## src/verilog/bsil_pkg.sv

```systemverilog
// Purpose: constants and types for the boundary scan instruction logic
// Assumes: TAP pins are sampled by the 100 MHz system clock
// Notes:   instruction codes are 4 bits and shift in lsb first
// Behaviour
// - each pin has one boundary cell of three register cells: out, enable, input
// - sample/preload and extest place the whole boundary chain between tdi and tdo
// - boundary chain length equals three times the pin count
// - each cell has three capture stages and two holding stages
// - capture stages sample pin values and shift scan data under tap control
// - first stage captures core output data or drives scanned output data
// - second stage captures core enable or drives scanned enable
// - third stage captures the pin input buffer value
// - code 0Fh selects bypass
// - code 01h selects sample/preload, snapshot without disturbing the pins
// - code 03h selects extest, drive held patterns and capture inputs
// - code 02h selects idcode, a 32-bit word shifted out
// - code 04h selects highz, all pins released
// - code 07h selects the vendor mode scan register
// - code 08h routes shifted data into the command register
// - command 01h pulses master clear without resetting the tap
// - command 02h remaps tdi, tdo, tck to serial programming lines
// - after the remap only the standard programming method is offered
// - instruction register is 4 bits, shifted lsb first then decoded
// - command register is 8 bits, between tdi and tdo under 08h
package bsil_pkg;
    localparam int          IR_W        = 4;
    localparam int          CMD_W       = 8;
    localparam int          ID_W        = 32;
    localparam int          MODE_W      = 8;
    localparam int          CELL_BITS   = 3;
    localparam int          CELL_OUT    = 0;
    localparam int          CELL_OE     = 1;
    localparam int          CELL_IN     = 2;
    localparam logic [3:0]  IR_SAMPLE   = 4'h1;
    localparam logic [3:0]  IR_IDCODE   = 4'h2;
    localparam logic [3:0]  IR_EXTEST   = 4'h3;
    localparam logic [3:0]  IR_HIGHZ    = 4'h4;
    localparam logic [3:0]  IR_MODESCAN = 4'h7;
    localparam logic [3:0]  IR_CMD      = 4'h8;
    localparam logic [3:0]  IR_BYPASS   = 4'hf;
    localparam logic [3:0]  IR_CAPTURE  = 4'h1;
    localparam logic [7:0]  CMD_MASTER_CLEAR_PIN    = 8'h01;
    localparam logic [7:0]  CMD_PINSW   = 8'h02;
    localparam logic [7:0]  MODE_RESET  = 8'h00;
    // arbitrary identification word, bit 0 set as a tap id needs
    localparam logic [31:0] ID_DEFAULT  = 32'h1234_5001;

    typedef enum logic [3:0] {
        ST_RESET   = 4'b0000,
        ST_IDLE    = 4'b0001,
        ST_SEL_DR  = 4'b0010,
        ST_CAP_DR  = 4'b0011,
        ST_SHF_DR  = 4'b0100,
        ST_EX1_DR  = 4'b0101,
        ST_PAU_DR  = 4'b0110,
        ST_EX2_DR  = 4'b0111,
        ST_UPD_DR  = 4'b1000,
        ST_SEL_IR  = 4'b1001,
        ST_CAP_IR  = 4'b1010,
        ST_SHF_IR  = 4'b1011,
        ST_EX1_IR  = 4'b1100,
        ST_PAU_IR  = 4'b1101,
        ST_EX2_IR  = 4'b1110,
        ST_UPD_IR  = 4'b1111
    } bsil_state_t;

    typedef struct packed {
        logic tck;
        logic tms;
        logic tdi;
    } bsil_tap_t;
endpackage

```

## src/verilog/bsil_top.sv

```systemverilog
// Purpose: tap state machine, instruction decode, boundary chain and vendor commands
// Assumes: tck is much slower than clk_in and sampled through two flip-flops
// Notes:   tdo changes on the sampled tck falling edge, or follows prog_data_line_in every clock after the pin switch
module bsil_top import bsil_pkg::*; #(
    parameter int          PIN_COUNT   = 82,
    parameter int          MASTER_CLEAR_PIN_CYCLES = 16,
    parameter logic [31:0] ID_WORD     = ID_DEFAULT
) (
    // clock and reset
    input  wire logic                 clk_in,
    input  wire logic                 resetn_in,
    // tap pins
    input  wire logic                 tck_in,
    input  wire logic                 tms_in,
    input  wire logic                 tdi_in,
    output logic                      tdo_out,
    output logic                      tdo_oen_out,
    // core side of the pins
    input  wire logic [PIN_COUNT-1:0] core_out_in,
    input  wire logic [PIN_COUNT-1:0] core_oen_in,
    // pads
    input  wire logic [PIN_COUNT-1:0] pad_in_in,
    output logic      [PIN_COUNT-1:0] pad_out_out,
    output logic      [PIN_COUNT-1:0] pad_oen_out,
    // vendor functions
    output logic                      scan_master_clear_out,
    output logic                      serial_prog_pin_switch_out,
    output logic                      prog_std_only_out,
    output logic      [MODE_W-1:0]    vendor_mode_out,
    // serial programming lines
    output logic                      prog_clock_line_out,
    output logic                      prog_data_line_out,
    input  wire logic                 prog_data_line_in,
    input  wire logic                 prog_data_oen_in
);
    localparam int CHAIN_LEN = CELL_BITS * PIN_COUNT;
    localparam int CNT_W     = $clog2(MASTER_CLEAR_PIN_CYCLES + 1);

    // pin synchronisers
    bsil_tap_t              tap_s1;
    bsil_tap_t              tap_s2;
    logic                   tck_prev;
    logic [PIN_COUNT-1:0]   pad_s1;
    logic [PIN_COUNT-1:0]   pad_s2;

    // tap state
    bsil_state_t            state;
    bsil_state_t            next_state;
    logic [IR_W-1:0]        ir_sh;
    logic [IR_W-1:0]        next_ir_sh;
    logic [IR_W-1:0]        ir;
    logic [IR_W-1:0]        next_ir;
    logic                   byp;
    logic                   next_byp;
    logic [ID_W-1:0]        id_sh;
    logic [ID_W-1:0]        next_id_sh;
    logic [CMD_W-1:0]       cmd_sh;
    logic [CMD_W-1:0]       next_cmd_sh;
    logic [MODE_W-1:0]      mode_sh;
    logic [MODE_W-1:0]      next_mode_sh;
    logic [MODE_W-1:0]      mode;
    logic [MODE_W-1:0]      next_mode;
    logic [CHAIN_LEN-1:0]   chain;
    logic [CHAIN_LEN-1:0]   next_chain;
    logic [CHAIN_LEN-1:0]   cap_vec;
    logic [PIN_COUNT-1:0]   hold_out;
    logic [PIN_COUNT-1:0]   next_hold_out;
    logic [PIN_COUNT-1:0]   hold_oen;
    logic [PIN_COUNT-1:0]   next_hold_oen;
    logic [CNT_W-1:0]       master_clear_pin_cnt;
    logic [CNT_W-1:0]       next_master_clear_pin_cnt;
    logic                   pinsw;
    logic                   next_pinsw;
    logic                   next_tdo;
    logic                   next_tdo_oen;
    logic [PIN_COUNT-1:0]   next_pad_out;
    logic [PIN_COUNT-1:0]   next_pad_oen;

    logic tck_rise;
    logic tck_fall;
    logic tms;
    logic tdi;
    logic chain_sel;

    assign tck_rise  = tap_s2.tck & ~tck_prev;
    assign tck_fall  = ~tap_s2.tck & tck_prev;
    assign tms       = tap_s2.tms;
    assign tdi       = tap_s2.tdi;
    assign chain_sel = (ir == IR_SAMPLE) || (ir == IR_EXTEST);

    // capture vector: out, enable, input per cell
    genvar gi;
    generate
        for (gi = 0; gi < PIN_COUNT; gi++) begin : g_cell
            assign cap_vec[gi*CELL_BITS+CELL_OUT] = core_out_in[gi];
            assign cap_vec[gi*CELL_BITS+CELL_OE]  = core_oen_in[gi];
            assign cap_vec[gi*CELL_BITS+CELL_IN]  = pad_s2[gi];
        end
    endgenerate

    // next values on sampled tck edges
    always_comb begin
        next_state    = state;
        next_ir_sh    = ir_sh;
        next_ir       = ir;
        next_byp      = byp;
        next_id_sh    = id_sh;
        next_cmd_sh   = cmd_sh;
        next_mode_sh  = mode_sh;
        next_mode     = mode;
        next_chain    = chain;
        next_hold_out = hold_out;
        next_hold_oen = hold_oen;
        next_pinsw    = pinsw;
        next_master_clear_pin_cnt = (master_clear_pin_cnt != '0) ? master_clear_pin_cnt - CNT_W'(1) : master_clear_pin_cnt;
        next_tdo      = tdo_out;
        next_tdo_oen  = tdo_oen_out;
        if (tck_rise && !pinsw) begin
            // state transitions; tms high walks to reset in five rises
            case (state)
                ST_RESET:  next_state = tms ? ST_RESET  : ST_IDLE;
                ST_IDLE:   next_state = tms ? ST_SEL_DR : ST_IDLE;
                ST_SEL_DR: next_state = tms ? ST_SEL_IR : ST_CAP_DR;
                ST_CAP_DR: next_state = tms ? ST_EX1_DR : ST_SHF_DR;
                ST_SHF_DR: next_state = tms ? ST_EX1_DR : ST_SHF_DR;
                ST_EX1_DR: next_state = tms ? ST_UPD_DR : ST_PAU_DR;
                ST_PAU_DR: next_state = tms ? ST_EX2_DR : ST_PAU_DR;
                ST_EX2_DR: next_state = tms ? ST_UPD_DR : ST_SHF_DR;
                ST_UPD_DR: next_state = tms ? ST_SEL_DR : ST_IDLE;
                ST_SEL_IR: next_state = tms ? ST_RESET  : ST_CAP_IR;
                ST_CAP_IR: next_state = tms ? ST_EX1_IR : ST_SHF_IR;
                ST_SHF_IR: next_state = tms ? ST_EX1_IR : ST_SHF_IR;
                ST_EX1_IR: next_state = tms ? ST_UPD_IR : ST_PAU_IR;
                ST_PAU_IR: next_state = tms ? ST_EX2_IR : ST_PAU_IR;
                ST_EX2_IR: next_state = tms ? ST_UPD_IR : ST_SHF_IR;
                ST_UPD_IR: next_state = tms ? ST_SEL_DR : ST_IDLE;
                default:   next_state = ST_RESET;
            endcase
            // register actions in the state being left
            case (state)
                ST_RESET: begin
                    next_ir = IR_IDCODE;
                end
                ST_CAP_IR: begin
                    next_ir_sh = IR_CAPTURE;
                end
                ST_SHF_IR: begin
                    next_ir_sh = {tdi, ir_sh[IR_W-1:1]};
                end
                ST_UPD_IR: begin
                    next_ir = ir_sh;
                end
                ST_CAP_DR: begin
                    next_byp     = 1'b0;
                    next_id_sh   = ID_WORD;
                    next_mode_sh = mode;
                    if (chain_sel) begin
                        next_chain = cap_vec;
                    end
                end
                ST_SHF_DR: begin
                    if (chain_sel) begin
                        next_chain = {tdi, chain[CHAIN_LEN-1:1]};
                    end else if (ir == IR_IDCODE) begin
                        next_id_sh = {tdi, id_sh[ID_W-1:1]};
                    end else if (ir == IR_CMD) begin
                        next_cmd_sh = {tdi, cmd_sh[CMD_W-1:1]};
                    end else if (ir == IR_MODESCAN) begin
                        next_mode_sh = {tdi, mode_sh[MODE_W-1:1]};
                    end else begin
                        next_byp = tdi;
                    end
                end
                ST_UPD_DR: begin
                    if (chain_sel) begin
                        for (int i = 0; i < PIN_COUNT; i++) begin
                            next_hold_out[i] = chain[i*CELL_BITS+CELL_OUT];
                            next_hold_oen[i] = chain[i*CELL_BITS+CELL_OE];
                        end
                    end else if (ir == IR_MODESCAN) begin
                        next_mode = mode_sh;
                    end else if (ir == IR_CMD) begin
                        if (cmd_sh == CMD_MASTER_CLEAR_PIN) begin
                            next_master_clear_pin_cnt = CNT_W'(MASTER_CLEAR_PIN_CYCLES);
                        end else if (cmd_sh == CMD_PINSW) begin
                            next_pinsw = 1'b1;
                        end else begin
                            next_pinsw = pinsw;
                        end
                    end
                end
                default: begin
                end
            endcase
            // test-logic-reset releases the pins from any test instruction
            if (next_state == ST_RESET) begin
                next_ir = IR_IDCODE;
            end
        end

        // tdo from the selected register, or the programming answer
        if (pinsw) begin
            next_tdo     = prog_data_line_in;
            next_tdo_oen = prog_data_oen_in;
        end else if (tck_fall) begin
            next_tdo_oen = 1'b1;
            next_tdo     = 1'b0;
            if (state == ST_SHF_IR) begin
                next_tdo_oen = 1'b0;
                next_tdo     = ir_sh[0];
            end else if (state == ST_SHF_DR) begin
                next_tdo_oen = 1'b0;
                if (chain_sel) begin
                    next_tdo = chain[0];
                end else if (ir == IR_IDCODE) begin
                    next_tdo = id_sh[0];
                end else if (ir == IR_CMD) begin
                    next_tdo = cmd_sh[0];
                end else if (ir == IR_MODESCAN) begin
                    next_tdo = mode_sh[0];
                end else begin
                    next_tdo = byp;
                end
            end
        end

        // pad drive by instruction
        if (ir == IR_HIGHZ) begin
            next_pad_out = core_out_in;
            next_pad_oen = '1;
        end else if (ir == IR_EXTEST) begin
            next_pad_out = hold_out;
            next_pad_oen = hold_oen;
        end else begin
            next_pad_out = core_out_in;
            next_pad_oen = core_oen_in;
        end
    end

    // state registers
    always_ff @(posedge clk_in or negedge resetn_in) begin
        if (!resetn_in) begin
            tap_s1                     <= '0;
            tap_s2                     <= '0;
            tck_prev                   <= 1'b0;
            pad_s1                     <= '0;
            pad_s2                     <= '0;
            state                      <= ST_RESET;
            ir_sh                      <= IR_CAPTURE;
            ir                         <= IR_IDCODE;
            byp                        <= 1'b0;
            id_sh                      <= ID_WORD;
            cmd_sh                     <= '0;
            mode_sh                    <= MODE_RESET;
            mode                       <= MODE_RESET;
            chain                      <= '0;
            hold_out                   <= '0;
            hold_oen                   <= '1;
            master_clear_pin_cnt                   <= '0;
            pinsw                      <= 1'b0;
            tdo_out                    <= 1'b0;
            tdo_oen_out                <= 1'b1;
            pad_out_out                <= '0;
            pad_oen_out                <= '1;
            scan_master_clear_out      <= 1'b0;
            serial_prog_pin_switch_out <= 1'b0;
            prog_std_only_out          <= 1'b0;
            vendor_mode_out            <= MODE_RESET;
            prog_clock_line_out        <= 1'b0;
            prog_data_line_out         <= 1'b0;
        end else begin
            tap_s1                     <= {tck_in, tms_in, tdi_in};
            tap_s2                     <= tap_s1;
            tck_prev                   <= tap_s2.tck;
            pad_s1                     <= pad_in_in;
            pad_s2                     <= pad_s1;
            state                      <= next_state;
            ir_sh                      <= next_ir_sh;
            ir                         <= next_ir;
            byp                        <= next_byp;
            id_sh                      <= next_id_sh;
            cmd_sh                     <= next_cmd_sh;
            mode_sh                    <= next_mode_sh;
            mode                       <= next_mode;
            chain                      <= next_chain;
            hold_out                   <= next_hold_out;
            hold_oen                   <= next_hold_oen;
            master_clear_pin_cnt                   <= next_master_clear_pin_cnt;
            pinsw                      <= next_pinsw;
            tdo_out                    <= next_tdo;
            tdo_oen_out                <= next_tdo_oen;
            pad_out_out                <= next_pad_out;
            pad_oen_out                <= next_pad_oen;
            scan_master_clear_out      <= (next_master_clear_pin_cnt != '0);
            serial_prog_pin_switch_out <= next_pinsw;
            prog_std_only_out          <= next_pinsw;
            vendor_mode_out            <= next_mode;
            prog_clock_line_out        <= next_pinsw & tap_s2.tck;
            prog_data_line_out         <= next_pinsw & tap_s2.tdi;
        end
    end
endmodule

```

## config.mk

```make
export PLATFORM = sky130hd
export DESIGN_NAME = bsil_top
export DESIGN_NICKNAME = d
export VERILOG_FILES = /design/src/verilog/bsil_pkg.sv /design/src/verilog/bsil_top.sv
export SDC_FILE = /design/constraint.sdc
export NUM_CORES = 1
export LEC_CHECK = 0
export ABC_CLOCK_PERIOD_IN_PS = 2200
export BUFFER_PORTS_ARGS = -buffer_cell sky130_fd_sc_hd__buf_2
export CAP_MARGIN = 20
export CORE_AREA = 2 2 305 307
export CTS_CLUSTER_DIAMETER = 60
export CTS_CLUSTER_SIZE = 25
export DETAILED_ROUTE_END_ITERATION = 10
export DIE_AREA = 0 0 307 309
export PLACE_DENSITY = 0.63
export SETUP_SLACK_MARGIN = 0.2
export SYNTH_ARGS = -nofsm -noshare
export SYNTH_HDL_FRONTEND = slang
export SYNTH_SLANG_ARGS = --single-unit
```

## constraint.sdc

```tcl
create_clock -name clk_in -period 2.2 [get_ports clk_in]
set_input_delay 0.22 -clock clk_in [delete_from_list [all_inputs] [get_ports clk_in]]
set_output_delay 0.22 -clock clk_in [all_outputs]
set_load 0.02 [all_outputs]
```

# After elaboration in Yosys (flattened, before gate mapping)
# Cells that the tools add are included.
[totals] reg_bits=825 wordCells=155 out_inout_bits=179 input_bits=253
[classes] add_sub_neg=1 muxes=63 reduce_logical=23 n_eq_ne=31 bitwise=8
[op_table] cell="2-to-1 mux 246 bit" n=2
[op_table] cell="one-hot mux 246 bit (2 select lines)" n=1
[op_table] cell="2-to-1 mux 82 bit" n=4
[op_table] cell="2-to-1 mux 32 bit" n=2
[op_table] cell="one-hot mux 32 bit (2 select lines)" n=1
[op_table] cell="one-hot mux 4 bit (12 select lines)" n=1
[op_table] cell="== test 4 bit (second input constant)" n=9
[op_table] cell="2-to-1 mux 5 bit" n=7
[op_table] cell="2-to-1 mux 8 bit" n=4
[op_table] cell="2-to-1 mux 1 bit" n=26
[op_table] cell="== test 4 x 3 -> 1 bit (second input constant)" n=6
[op_table] cell="2-to-1 mux 4 bit" n=6
[op_table] cell="== test 4 x 2 -> 1 bit (second input constant)" n=4
[op_table] cell="inequality test 2 bit (second input constant)" n=8
[op_table] cell="one-hot mux 4 bit (2 select lines)" n=2
[op_table] cell="one-hot mux 8 bit (2 select lines)" n=1
[op_table] cell="AND reduction 4 bit" n=3
[op_table] cell="AND reduction 6 bit" n=2
[op_table] cell="nonzero test 5 bit" n=2
[op_table] cell="== test 4 x 1 -> 1 bit (second input constant)" n=2
[op_table] cell="== test 8 x 1 -> 1 bit (second input constant)" n=1
[op_table] cell="== test 8 x 2 -> 1 bit (second input constant)" n=1
[op_table] cell="zero test 4 bit" n=2
[op_table] cell="2-to-1 mux 2 bit" n=3
[op_table] cell="15 further kinds" n=26

# Logic depth before layout (Yosys ltp)
[depth] depth_word=9 depth_mapped=8 depth_no_buf=6

# Least setup slack after synthesis
# OpenSTA, ideal clock, no wires.
[synth_timing] path_kind="reg2reg" startpoint="reg pinsw" endpoint="reg id_sh[14]" setup_slack_ps=204 arrival_time_ps=1914 synth_period_minus_slack_ps=1996 stages_incl_launch_ff=7 t_required_ps=2118 setup_ps=82 n_path_buf=3 cell_sequence="dfrtp_1 > buf_6 > or3b_1 > clkbuf_1 > nor3_4 > buf_6 > mux2_2"
[synth_via] elab_chain_cells=3
[synth_lines] element="from (decl)" line_no="bsil_top.sv:72" source="logic pinsw;"
[synth_lines] element="from (signal assigned)" line_no="bsil_top.sv:289" source="pinsw <= next_pinsw;"
[synth_lines] element="zero test 1 bit" line_no="bsil_top.sv:118" source="if (tck_rise && !pinsw) begin"
[synth_lines] element="logical AND 1 bit" line_no="bsil_top.sv:118"
[synth_lines] element="AND reduction 4 bit (no line)"
[synth_lines] element="to (signal assigned)" line_no="bsil_top.sv:281" source="id_sh <= next_id_sh;"
[synth_lines] element="to (decl)" line_no="bsil_top.sv:55" source="logic [ID_W-1:0] id_sh;"
# Every way passes these cells.
# A chain may end at the register's enable or synchronous reset.

# Worst setup path in the final report
[layout_timing] startpoint="reg ir[1]" endpoint="reg id_sh[31]"
[layout_via] elab_chain_cells=4 elab_cells_between_ends=7 classes_between="5 x eq/ne; 2 x reduce/logical"
[layout_lines] element="from (decl)" line_no="bsil_top.sv:51" source="logic [IR_W-1:0] ir;"
[layout_lines] element="from (signal assigned)" line_no="bsil_top.sv:279" source="ir <= next_ir;"
[layout_lines] element="== test 4 x 1 -> 1 bit or == test 4 x 2 -> 1 bit (tied branches)" line_no="bsil_top.sv:89" source="assign chain_sel = (ir == IR_SAMPLE) || (ir == IR_EXTEST);"
[layout_lines] element="logical OR 1 bit" line_no="bsil_top.sv:89"
[layout_lines] element="inequality test 2 bit (no line)"
[layout_lines] element="AND reduction 4 bit (no line) *"
# Every way passes the cells marked *; elsewhere a longest branch is shown, timed or not.

==> results.md <==
* Status: finished clean
* Worst path required time at 2.73 ns
* Most common cell after layout, fill and taps aside: nand2_1
* Dpl hpwl at 54.7 mm
* Worst VDD drop at 0.631 mV
* Via density at 4.70
* FF-to-FF setup slack at 0.21 ns
* Area delta synth->final at 29.8%
* Tmin final at 1.99 ns
* Yosys warnings at 0
* Highest achievable clock rate at 504 MHz
* Gr ovfl total at 0
* HP Class: input port to async pin
* CTS Sinks at 825
* CP endpoint kind: flip-flop
* Crit start category: flip-flop
* R2r endpoint: id_sh[31]$_DFFE_PN0P_
* Register area share after synthesis at 63.9%
* CTS max path bufs at 3
* CP Launch Point: ir[1]$_DFFE_PN1P_
* Top_reg_cell synth: dfrtp_1
* Total Wirelength at 84.4 mm
* Commonest cells after routing, fill and taps aside: nand2_1, dfrtp_1, buf_2
* Port buffer count at 431
* Routed len/inst at 18.2 microns
* Syn Nets at 2907
* Die area at 0.0949 sq mm
* Reg2reg start: ir[1]$_DFFE_PN1P_
* CTS tree: done
* CTS Root Cell: clkbuf_16
* Total track usage at 17.7%
* Rel. slew slack at 58.2%
* 1st-iter DRT viols at 1219
* First-pass GRT wire length at 132 mm
* Avg Cell Area, Syn at 12.3 sq um
* Setup Skew at 0.0260 ns
* Skew-Pair Late Insertion Delay at 0.66 ns
* Num rows at 111
* CTS Buf Count at 73
* Share of layout cells above drive strength 1 at 32.0%
* Number of synthesized flops with an enable pin at 0
* Core area at 0.0914 sq mm
* Worst Tran Pin Value at 0.627 ns
* Place WS at 0.0994 ns
* H-tree depth at 3
* Initial antenna violation count at 1
* Post-route DRC at 0
* Hold Vio Cnt, Final at 0
* Lkg Pwr at 0.0202 uW
* Setup Viol. Count Final at 0
* CP max FO at 14
* NumNets Final at 3630
* Post-synth ARST share at 100%
* Util after Layout at 46.4%
* Final ANT Viol Nets at 0
* Pwr dens at 848 mW/mm^2
* Tcrit/Tclk final at 90.3%
* Drt pass-1 iters at 8
* Mapped Area at 0.0327 sq mm
* Final setup TNS at 0 ns
* Pins Over Slew Limit at 0
* Number of global-route vias before repair at 23000
* # IOs at 432
* Clock-pin slew on the worst setup and hold paths at 0.10 ns
* Starting Density at 35.7%
* Seq cells post-synth at 825
* Worst setup margin at 0.214 ns
* Mapped Cells at 2653
* Synth cell types at 68
* Chip width at 307 microns
* Reg2reg path depth at 5
* Largest net degree at the start of global routing at 118
* RSZ-0062 raised after global routing: yes
* Die H at 309 microns
* Critical path class: flip-flop to flip-flop
* Vias at 21700
* GPL Wtd Cong at 0.812
* Arr. time, crit path at 2.51 ns
* Max-cap violations at 0
==> repair_timing <==
item | CTS | global route
endpoints found under the hold margin | 829 | 0
hold buffers | 252 | 0
buffers inserted | 2 | 7
endpoints found under the setup margin | 127 | 294
cloned | 0 | 6
pin swaps | 0 | 4
gates resized for setup | 6 | 22
==> worst max-delay path, cell delays in order, from the launching register on <==
cell and delay (ns):
dfstp_2 0.60, nor2b_1 0.26, a41oi_2 0.19, nor3_4 0.30, buf_12 0.19, mux2_2 0.33
==> synthesized netlist by cell type (2+ instances only) <==
cell type	number	area [sq um]
nor4b_1	2	17.5
nand4_1	2	12.5
nor2_1	12	45.0
buf_1	5	18.8
a211oi_1	3	22.5
and2_1	2	12.5
clkbuf_1	68	255
or3b_2	2	17.5
inv_1	37	139
buf_2	59	295
nand2_1	697	2620
o21ai_0	124	621
dfrtp_1	650	16300
o221ai_1	3	26.3
mux2_4	160	2400
and3_1	3	18.8
o21ai_1	133	666
nand3_1	89	445
buf_6	22	248
nor3b_1	2	15.0
mux2_2	41	462
nor2b_1	10	62.6
mux2i_1	271	2710
buf_4	12	90.1
dfstp_2	175	4600
mux2_1	2	22.5
nor3b_2	2	25.0
a41oi_1	2	17.5
xnor2_1	3	26.3
a21oi_1	14	70.1
nand2b_1	3	18.8
nor3_1	5	25.0
a311oi_1	3	26.3
==> power by group <==
part           total [uW]  internal, uW  switching (uW)
clock network       14000          7250            6760
logic                5680          2740            2940
registers           16200         15900             371
total               35900         25900           10100
==> cells by family (layout without fill, tap and decap cells) <==
family,after synthesis,after routing,synth area share [%]
AO/OA/AOI/OAI,297,297,4.82
flip-flops,825,825,63.9
other,0,1,0
multiplexers,474,474,17.1
buffers and inverters,204,987,3.23
AND/OR/NAND/NOR,849,849,10.8
adder cells (fa/ha/maj),1,1,0.0383
XOR/XNOR,3,3,0.0805
==> through the flow <==
stage	total power (uW)	hold slack, ns	instances	cell area [sq um]
2_1_floorplan	19500	-0.0756	2653	32700
4_1_cts	36000	0.0231	4609	42100
5_1_grt	37500	0.0534	4623	42400
3_5_place_dp	21400	0.153	4220	36800
6_report	35900	0.0722	4623	42400
3_3_place_gp	21400	0.154	4220	36800
==> metal layers <==
metal	part of all wire (%)	wire [microns]	GRT usage, %	vias up
met1	44	37100	23.3	10800
li1	-	-	-	10300
met5	0	0	0	-
met2	49	41700	29.4	467
met4	2.8	2370	6.17	0
met3	3.8	3180	3.05	148
==> flip-flops by register name (all words and copies together), names as in the netlist, 3 cells and up <==
name / count
tap_s1: 3
id_sh: 32
mode_sh: 8
state: 4
ir_sh: 4
pad_s1: 82
pad_out_out: 82
ir: 4
hold_oen: 82
master_clear_pin_cnt: 5
pad_oen_out: 82
cmd_sh: 8
hold_out: 82
pad_s2: 82
chain: 246
mode: 8
==> how the worst max path moves through the flow <==
stage / to / slack (ns)
2_1_floorplan: id_sh[14]$_DFFE_PN1P_ / 0.20
3_5_place_dp: chain[93]$_DFFE_PN0P_ / 0.1
4_1_cts: hold_out[44]$_DFFE_PN0P_ / 0.16
3_3_place_gp: chain[33]$_DFFE_PN0P_ / 0.12
5_1_grt: id_sh[13]$_DFFE_PN0P_ / 0.12
6_report: id_sh[31]$_DFFE_PN0P_ / 0.21
==> area by class of cell <==
type                    count  area, sq um
diodes                      1         2.50
multi-input cells        1624        10800
flip-flops and latches    825        20900
repair buffers            815         6390
clock inverters            56          728
fillers                  8103        49000
well taps                1186         1480
inverters                  37          139
clock buffers              79         1930
(Power assumes the default switching activity.)
